**src/rtl/bls_pkg.sv**
```systemverilog
/*
  Constants, field layouts and carrier types for the load-switch and
  buck-1 configuration register bank.
  Assumes a single 125 MHz clock and a synchronous active-high reset.
*/
package bls_pkg;

  // Register offsets
  localparam logic [7:0] ADDR_LOAD_SWITCH_CONFIG = 8'h15;
  localparam logic [7:0] ADDR_BUCK1_CONTROL      = 8'h16;

  // Load-switch register fields
  localparam int         LS_POWERFAIL_CUTOFF_BIT = 5;
  localparam int         LS_DISCHARGE_EN_BIT     = 2;
  localparam int         LS_WRITABLE_MSB         = 5;
  localparam logic [5:0] LS_CONFIG_RESET         = 6'h00;

  // Buck-1 register fields
  localparam int         PULSE_SKIP_BIT          = 7;
  localparam logic       PULSE_SKIP_RESET        = 1'b1;
  localparam logic [5:0] VCODE_RESET             = 6'h19;
  localparam logic [7:0] BUCK1_CONTROL_RESET     = 8'h99;
  localparam logic [7:0] RD_UNMAPPED             = 8'h00;

  // Voltage code mapping in millivolts
  localparam logic [5:0]  VCODE_KNEE             = 6'h32;
  localparam logic [10:0] VOUT_BASE_MV           = 11'h352;
  localparam logic [10:0] VOUT_KNEE_MV           = 11'h546;
  localparam logic [10:0] VOUT_FINE_STEP_MV      = 11'h00a;
  localparam logic [10:0] VOUT_COARSE_STEP_MV    = 11'h019;
  localparam logic [10:0] VOUT_RESET_MV          = 11'h44c;

  // Monitor blanking time
  localparam int          CLK_MHZ                = 125;
  localparam int          BLANK_TIME_US          = 5000;
  localparam int          BLANK_CYCLES           = BLANK_TIME_US * CLK_MHZ;
  localparam int          BLANK_CNT_W            = 20;

  // Register-bank state
  typedef struct packed {
    logic [5:0]  ls_cfg;
    logic        pulse_skip;
    logic [5:0]  vcode;
    logic [5:0]  vcode_applied;
    logic [10:0] target_mv;
    logic [7:0]  rd_data;
    logic        rd_valid;
    logic        wr_refused;
    logic        ls_on;
    logic        ls_discharge;
    logic        pfo_n;
  } bls_state_t;

  // Blanking timer state
  typedef struct packed {
    logic                   active;
    logic [BLANK_CNT_W-1:0] cnt;
  } bls_timer_t;

  // Map a voltage code to its target in millivolts
  function automatic logic [10:0] bls_code_to_mv(input logic [5:0] code);
    logic [10:0] c;
    c = {5'h00, code};
    if (code <= VCODE_KNEE)
      return 11'(VOUT_BASE_MV + c * VOUT_FINE_STEP_MV);
    else
      return 11'(VOUT_KNEE_MV + (c - {5'h00, VCODE_KNEE}) * VOUT_COARSE_STEP_MV);
  endfunction

endpackage

```
**src/rtl/bls_blank_timer.sv**
```systemverilog
/*
  Retriggerable one-shot that holds the voltage-monitor blanking window.
  Assumes i_start is a one-cycle pulse and P_CYCLES is at least one.
*/
`timescale 1ns/1ns
module bls_blank_timer
  import bls_pkg::*;
#(
  parameter int unsigned P_CYCLES = BLANK_CYCLES
)
(
  // Clock and reset
  input  wire logic i_mclk,
  input  wire logic i_reset,
  // Control
  input  wire logic i_start,
  // Status
  output logic      o_active
);

  bls_timer_t st;
  bls_timer_t next_st;

  // Restart wins over the running count so back-to-back writes extend the window
  always_comb
  begin
    next_st = st;
    if (i_start)
    begin
      next_st.active = 1'b1;
      next_st.cnt    = BLANK_CNT_W'(P_CYCLES - 1);
    end
    else if (st.active)
    begin
      if (st.cnt == '0)
        next_st.active = 1'b0;
      else
        next_st.cnt = st.cnt - 1'b1;
    end
  end

  always_ff @(posedge i_mclk)
  begin
    if (i_reset)
      st <= '0;
    else
      st <= next_st;
  end

  assign o_active = st.active;
endmodule // bls_blank_timer

```
**src/rtl/bls_regs.sv**
```systemverilog
/*
  Load-switch and buck-1 configuration registers with the switch, discharge,
  power-fail and voltage-apply logic they steer.
  Assumes the management-bus slave decodes transfers into one-cycle read and
  write strobes, and that the password logic and the apply register elsewhere
  supply i_unlocked and i_apply_strobe.
*/
`timescale 1ns/1ns
module bls_regs
  import bls_pkg::*;
#(
  parameter int unsigned P_BLANK_CYCLES = BLANK_CYCLES
)
(
  // Clock and reset
  input  wire logic        i_mclk,
  input  wire logic        i_reset,
  // Register access from the bus slave
  input  wire logic        i_wr_en,
  input  wire logic        i_rd_en,
  input  wire logic [7:0]  i_addr,
  input  wire logic [7:0]  i_wr_data,
  output logic      [7:0]  o_rd_data,
  output logic             o_rd_valid,
  output logic             o_wr_refused,
  // Neighbouring control
  input  wire logic        i_unlocked,
  input  wire logic        i_apply_strobe,
  input  wire logic        i_ls_enable,
  input  wire logic        i_pf_trip,
  // Load switch
  output logic             o_ls_on,
  output logic             o_ls_discharge,
  output logic             o_power_fail_out_n,
  // Buck 1
  output logic             o_pulse_skip_enable,
  output logic      [5:0]  o_buck1_vcode,
  output logic      [10:0] o_buck1_target_mv,
  output logic             o_monitor_blank
);

  bls_state_t st;
  bls_state_t next_st;
  logic       wr_ls;
  logic       wr_buck;
  logic       ls_on_nx;

  // Accepted writes only; locked writes leave no trace beyond the refusal pulse
  assign wr_ls   = i_wr_en && i_unlocked && (i_addr == ADDR_LOAD_SWITCH_CONFIG);
  assign wr_buck = i_wr_en && i_unlocked && (i_addr == ADDR_BUCK1_CONTROL);

  // Cutoff only gates the switch; the enable itself lives in another register
  assign ls_on_nx = i_ls_enable &&
                    !(st.ls_cfg[LS_POWERFAIL_CUTOFF_BIT] && i_pf_trip);

  // Register file and derived outputs
  always_comb
  begin
    next_st            = st;
    next_st.rd_valid   = i_rd_en;
    next_st.wr_refused = i_wr_en && !i_unlocked &&
                         (i_addr == ADDR_LOAD_SWITCH_CONFIG || i_addr == ADDR_BUCK1_CONTROL);
    if (wr_ls)
      next_st.ls_cfg = i_wr_data[LS_WRITABLE_MSB:0];
    if (wr_buck)
    begin
      next_st.pulse_skip = i_wr_data[PULSE_SKIP_BIT];
      next_st.vcode      = i_wr_data[5:0];
    end
    // Apply takes the code held before any same-cycle write
    if (i_apply_strobe)
    begin
      next_st.vcode_applied = st.vcode;
      next_st.target_mv     = bls_code_to_mv(st.vcode);
    end
    if (i_rd_en)
    begin
      unique case (i_addr)
        ADDR_LOAD_SWITCH_CONFIG: next_st.rd_data = {2'b00, st.ls_cfg};
        ADDR_BUCK1_CONTROL:      next_st.rd_data = {st.pulse_skip, 1'b0, st.vcode};
        default:                 next_st.rd_data = RD_UNMAPPED;
      endcase
    end
    next_st.ls_on        = ls_on_nx;
    next_st.ls_discharge = st.ls_cfg[LS_DISCHARGE_EN_BIT] && !ls_on_nx;
    next_st.pfo_n        = !i_pf_trip;
  end

  always_ff @(posedge i_mclk)
  begin
    if (i_reset)
    begin
      st               <= '0;
      st.ls_cfg        <= LS_CONFIG_RESET;
      st.pulse_skip    <= PULSE_SKIP_RESET;
      st.vcode         <= VCODE_RESET;
      st.vcode_applied <= VCODE_RESET;
      st.target_mv     <= VOUT_RESET_MV;
      st.pfo_n         <= 1'b1;
    end
    else
      st <= next_st;
  end

  // Every accepted buck-1 write restarts the monitor blanking window
  bls_blank_timer #(
    .P_CYCLES (P_BLANK_CYCLES)
  ) u_blank (
    .i_mclk   (i_mclk),
    .i_reset  (i_reset),
    .i_start  (wr_buck),
    .o_active (o_monitor_blank)
  );

  // Outputs straight from state
  assign o_rd_data           = st.rd_data;
  assign o_rd_valid          = st.rd_valid;
  assign o_wr_refused        = st.wr_refused;
  assign o_ls_on             = st.ls_on;
  assign o_ls_discharge      = st.ls_discharge;
  assign o_power_fail_out_n  = st.pfo_n;
  assign o_pulse_skip_enable = st.pulse_skip;
  assign o_buck1_vcode       = st.vcode_applied;
  assign o_buck1_target_mv   = st.target_mv;
endmodule // bls_regs

```
**config.mk**
```make
export PLATFORM = sky130hd
export DESIGN_NAME = bls_regs
export DESIGN_NICKNAME = d
export VERILOG_FILES = /design/src/rtl/bls_pkg.sv /design/src/rtl/bls_blank_timer.sv /design/src/rtl/bls_regs.sv
export SDC_FILE = /design/constraint.sdc
export NUM_CORES = 1
export LEC_CHECK = 0
export ABC_AREA = 1
export BUFFER_PORTS_ARGS = -buffer_cell sky130_fd_sc_hd__buf_2
export CORE_MARGIN = 2
export CORE_UTILIZATION = 25
export DETAILED_ROUTE_END_ITERATION = 10
export GPL_ROUTABILITY_DRIVEN = 0
export SYNTH_ARGS = -nofsm -noshare
export SYNTH_HDL_FRONTEND = slang
export SYNTH_HIERARCHICAL = 1
export SYNTH_SLANG_ARGS = --single-unit
```
**constraint.sdc**
```tcl
create_clock -name i_mclk -period 7.1 [get_ports i_mclk]
set_input_delay 0.355 -clock i_mclk [delete_from_list [all_inputs] [get_ports i_mclk]]
set_output_delay 0.355 -clock i_mclk [all_outputs]
set_load 0.1 [all_outputs]
```
# ---- After elaboration in Yosys (flattened, before gate mapping)
# Cells that the tools add are included.
dict set report totals {
  ff_bits 64
  inputBits 24
  output_inout_bits 32
  word_cells 49
}
dict set report op_classes {
  addsub 4
  multipliers 2
  n_lt_le_gt_ge 1
  eq_ne 3
  n_mux 6
  bitwise 1
  reduce_logical 18
}
# op n
set ops {}
lappend ops {{21-bit 2-to-1 mux} 2}
lappend ops {{20-bit logical NOT} 1}
lappend ops {{20-bit 2-to-1 mux} 1}
lappend ops {{20-bit by 1-bit subtractor with 20-bit output, second input constant} 1}
lappend ops {{8-bit by 5-bit equality test with 1-bit output, second input constant} 2}
lappend ops {{8-bit case mux with 2 select lines} 1}
lappend ops {{10-bit by 10-bit adder with 11-bit output, first input constant} 1}
lappend ops {{11-bit adder, first input constant} 1}
lappend ops {{7-bit by 6-bit multiplier with 11-bit output, second input constant} 1}
lappend ops {{11-bit 2-to-1 mux} 1}
lappend ops {{6-bit by 3-bit multiplier with 9-bit output, second input constant} 1}
lappend ops {{1-bit logical AND} 8}
lappend ops {{6-bit by 6-bit subtractor with 7-bit output, second input constant} 1}
lappend ops {{6-bit less-or-equal comparator, second input constant} 1}
lappend ops {{1-bit logical NOT} 4}
lappend ops {{2-bit AND reduction} 2}
lappend ops {{2-bit by 1-bit inequality test with 1-bit output, second input constant} 1}
lappend ops {{2-bit nonzero test} 1}
lappend ops {{2-bit OR reduction} 1}
lappend ops {{1-bit logical OR} 1}
lappend ops {{1-bit 2-to-1 mux} 1}
lappend ops {{1-bit inverter} 1}

# ---- Logic depth before layout (Yosys ltp)
dict set report depth {
  ltp_word 5
  ltp_mapped 25
  ltp_nobuf 25
}

# ---- By module
# Netlist, hierarchy kept.
# mod instances cells_each area_per_inst_um2
set by_module_without_submodules {}
lappend by_module_without_submodules {bls_regs 1 425 3059.2}
lappend by_module_without_submodules {bls_blank_timer 1 220 1362.6}

# ---- Least setup slack after synthesis
# Ideal clock, no wire load.
dict set report synth_path {
  kind {flip-flop to flip-flop}
  from {reg st[31] (netlist bit)}
  to {reg st (netlist bit o_buck1_target_mv[10])}
  arrival_time_ns 3.536
  required_time_ns 6.985
  setup_slack_ns 3.449
  path_stages_with_launch 22
  path_buffers 0
  path_cell_list {dfxtp_1 inv_1 ha_1 xnor2_1 inv_1 ha_1 fa_1 ha_1 fa_1 ha_1 nand2_1 inv_1 nand2_1 nand2_1 nor2_1 inv_1 nand2_1 nand2_1 nand2_1 nand2_1 nand2_1 nand2_1}
}
dict set report synth_via {
  elab_chain_len 4
}
# item line
set synth_rtl {}
lappend synth_rtl {{start, declared} bls_regs.sv:42} ;# bls_state_t st;
lappend synth_rtl {{start signal, assigned} bls_regs.sv:102} ;# st <= next_st;
lappend synth_rtl {{6-bit by 6-bit subtractor with 7-bit output} bls_pkg.sv:67} ;# return 11'(VOUT_KNEE_MV + (c - {5'h00, VCODE_KNEE}) * VOUT_COARSE_STEP_MV);
lappend synth_rtl {{7-bit by 6-bit multiplier with 11-bit output} bls_pkg.sv:67}
lappend synth_rtl {{11-bit adder} bls_pkg.sv:67}
lappend synth_rtl {{11-bit 2-to-1 mux (*)} bls_pkg.sv:64} ;# if (code <= VCODE_KNEE)
# Every way passes the cells marked *; elsewhere a longest branch is shown, timed or not.
# A chain may end at the register's enable or synchronous reset.

# ---- Worst setup path after layout
# Same ends and word-level chain as after synthesis.

==> impl_metrics.ini <==
[status]
status = completed

[die]
die_h_um = 137.0
die_x_um = 137.0
rows = 48
ioPinCount = 56
core-area_mm2 = 0.01730
dieArea_mm2 = 0.01877
start_util = 0.2556

[global_routing]
grt_pass1_wl_um = 17460
antenna_found_initial = 2
grt_usage = 0.1168
globalRoute.totalOverflow = 0
top_usage_layer = met2
grt_max_degree = 35
met3_usage = 0.02963
first_global_vias = 3570
grtUsageMet2 = 0.2045
met1_usage = 0.1429

[synth]
synthSimpleGateAreaFrac = 0.3110
synthAdderAreaFrac = 0.1262
netlist_instances = 645
synth_seq_cells = 63
yosysSeqAreaShare = 0.2852
synthMuxAreaShare = 0
ys.warnings.count = 6
yosys.area_share.xor_xnor = 0.01783
synth_area_per_cell_um2 = 6.855
synth_top_family_by_area = simple AND/OR/NAND/NOR gates
syn_area_mm2 = 0.004422
synth_cell_types = 42
syn_nets = 710
synth-compound-area-share = 0.1191

[cts]
path_clk_slew_ns = 0.06
insertion_delay_ns = 0.33
clock_path_buffers = 2
cts_root_buf = clkbuf_16
cts_sinks = 63
cts_hold_buf = 0
cts_tree = yes
htree_levels = 3
cts_inserted_buffers = 9
post-cts-setup-buffers = 0
post_cts_resize_count = 0

[power_and_ir_drop]
powerDensity_mw_per_mm2 = 177.8
finalPower_uw = 886.0
peakVddDrop_mv = 0.1208
p_leak_uw = 0.002588

[placement]
dp_hpwl_um = 8339
place.port_buffers = 53

[critical_path]
critPathLaunchType = flip-flop
path_cells = inv_1, ha_1, xnor2_1, inv_1, ha_1, fa_1, ha_1, fa_1, ha_1, nand2_1, inv_1, nand2_1, nand2_1, nor2_1, inv_1, nand2_1, nand2_1, nand2_1, nand2_1, nand2_1, nand2_1
endpoint_kind = flip-flop
crit_required_ns = 7.32
timing.critical_path.buf_inv = 4
crit_type = flip-flop to flip-flop
critPathMostFrequentCell = nand2_1
cp.arrival_ns = 4.38
cpLargestDelayFamily = adder cells
worst_path_max_delay_cell = dfxtp_1
path_max_fanout = 9
critPathMaxStageDelay_ns = 0.50

[sta]
worstMarginPinSlew_ns = 0.6832
slew_headroom = 0.5445
clock_skew_ns = 0.009521
hold_violations = 0
layout_min_cycle_time_ns = 4.160
timing.setup.tns_ns = 0
finalMaxSlewViolations = 0
setup_viol_count_final = 0
fmax_mhz = 240.4
min_period_over_period = 0.5859
rsz0062_at_grt = false

[routing]
drt_wl_total_um = 10790
drc = 0
drt_iter0_drc = 209
first_pass_iters = 5
wl_per_cell_um = 11.96
via_per_inst = 4.431
via_count = 3997
antenna_left = 0

[final_layout]
n_fill_cell = 1908
drive_gt1_frac = 0.1376
final_nets = 736
area_growth_pct = 12.68

[hold_path]
min-delay-path-class = primary input to flip-flop

[job]
maxCapViolations = 0
==> path summary, 6_finish.rpt <==
check	slack, ns	cells past startpoint	endpoint	startpoint
max	2.94	21	o_buck1_target_mv[10]	st[31]
min	0.20	2	o_power_fail_out_n	i_pf_trip
max reg2reg	2.94	21	o_buck1_target_mv[10]	st[31]
min reg2reg	0.45	2	o_buck1_target_mv[6]	o_buck1_target_mv[6]
==> flip-flops by register name, indices dropped and copies added (netlist names) <==
register,count
u_blank/o_active,1
u_blank/st,20
o_buck1_target_mv,11
o_power_fail_out_n,1
o_buck1_vcode,6
o_rd_data,7
o_ls_discharge,1
o_rd_valid,1
o_wr_refused,1
o_ls_on,1
st,12
o_pulse_skip_enable,1
==> area by class of cell <==
type	count	area (µm²)	area share
antenna	1	2.502	0.0005023
multi-input combinational	451	2542	0.5103
clock inverter	7	55.05	0.01105
sequential	63	1261	0.2531
tap	225	281.5	0.05650
clock buffer	9	225.2	0.04520
inverter	93	349.1	0.07007
timing repair buffer	53	265.3	0.05324
==> stage by stage <==
stage / setup WS, ns / util / hold WS [ns] / instances / area [µm²]
2_1_floorplan: 3.449 / - / 0.4206 / 645 / 4422
3_3_place_gp: 2.920 / 0.2717 / 0.4382 / 885 / 4700
3_5_place_dp: 2.932 / 0.2717 / 0.4429 / 885 / 4700
4_1_cts: 2.929 / 0.2879 / 0.1922 / 901 / 4980
5_1_grt: 2.585 / 0.2879 / 0.1862 / 901 / 4980
6_report: 2.940 / 0.2881 / 0.2012 / 902 / 4982
==> synth_stat cells <==
master	instances	area [µm²]
nor4_4	1	21.27
nor3_1	3	15.01
nand4_1	12	75.07
inv_2	4	15.01
buf_4	25	187.7
nor2_8	1	20.02
o21a_1	1	7.510
o21ai_1	5	25.02
a31oi_1	2	12.51
xnor2_1	4	35.03
o21ai_0	39	195.2
clkbuf_8	1	13.76
buf_6	1	11.26
buf_1	1	3.750
buf_8	1	15.01
nand2_4	1	11.26
nand3_1	52	260.3
xor2_1	5	43.79
nand2_1	141	529.3
nor2_1	73	274.0
nand3_4	2	35.03
nor2_4	3	33.78
inv_1	89	334.1
a21oi_4	1	16.27
a21oi_1	39	195.2
fa_1	6	120.1
o211a_1	1	10.01
clkbuf_1	6	22.52
nand3b_1	3	22.52
buf_2	3	15.01
ha_1	35	437.9
a31oi_2	1	12.51
dfxtp_1	63	1261
o21bai_1	2	15.01
o211ai_1	5	37.54
or2_2	1	6.260
nor2_2	5	31.28
and2_1	1	6.260
conb_1	1	3.750
nand2_2	3	18.77
and2_4	1	8.760
nor4_1	1	6.260
==> worst reg2reg max path, stage by stage (launching register included) <==
cell and delay (ns):
dfxtp_1 0.50, inv_1 0.25, ha_1 0.33, xnor2_1 0.23
inv_1 0.12, ha_1 0.31, fa_1 0.39, ha_1 0.30
fa_1 0.46, ha_1 0.37, nand2_1 0.11, inv_1 0.04
nand2_1 0.05, nand2_1 0.04, nor2_1 0.17, inv_1 0.05
nand2_1 0.06, nand2_1 0.04, nand2_1 0.05, nand2_1 0.05
nand2_1 0.06, nand2_1 0.05
==> report_power, final <==
group	leakage (µW)	switching (µW)	internal, µW
Combinational	0.00194	83.7	18.7
Clock	0.000133	179	240
Sequential	0.000513	3.86	361
Total	0.00259	267	619
==> placed cells by master (no fill, tap or decap), drive strengths merged <==
| cell type | instances |
|---|---|
| nor4 | 2 |
| nand3b | 3 |
| fa | 6 |
| xor2 | 5 |
| buf | 53 |
| nand4 | 12 |
| nand3 | 54 |
| a31oi | 3 |
| o211a | 1 |
| nor3 | 3 |
| o211ai | 5 |
| dfxtp | 63 |
| o21ai | 44 |
| a21oi | 40 |
| nor2 | 82 |
| ha | 35 |
| inv | 96 |
| nand2 | 145 |
| o21bai | 2 |
| and2 | 2 |
| or2 | 1 |
| clkinv | 2 |
| o21a | 1 |
| clkinvlp | 2 |
| xnor2 | 4 |
| clkbuf | 9 |
| diode | 1 |
| conb | 1 |
==> per-layer routing <==
metal | part of all wire | wire length (µm)
met5 | 0.0012 | 13
met2 | 0.50 | 5376
met3 | 0.046 | 497
met4 | 0.0058 | 63
met1 | 0.45 | 4835
==> logic make-up (layout without fill, tap and decap cells) <==
kind of cell             count (synthesis)  count (layout)
AND/OR/NAND/NOR                        304             304
buffers and inverters                  131             162
AO/OA/AOI/OAI                           96              96
flip-flops                              63              63
adder cells (fa/ha/maj)                 41              41
XOR/XNOR                                 9               9
other                                    1               2
(Power assumes the default switching activity.)
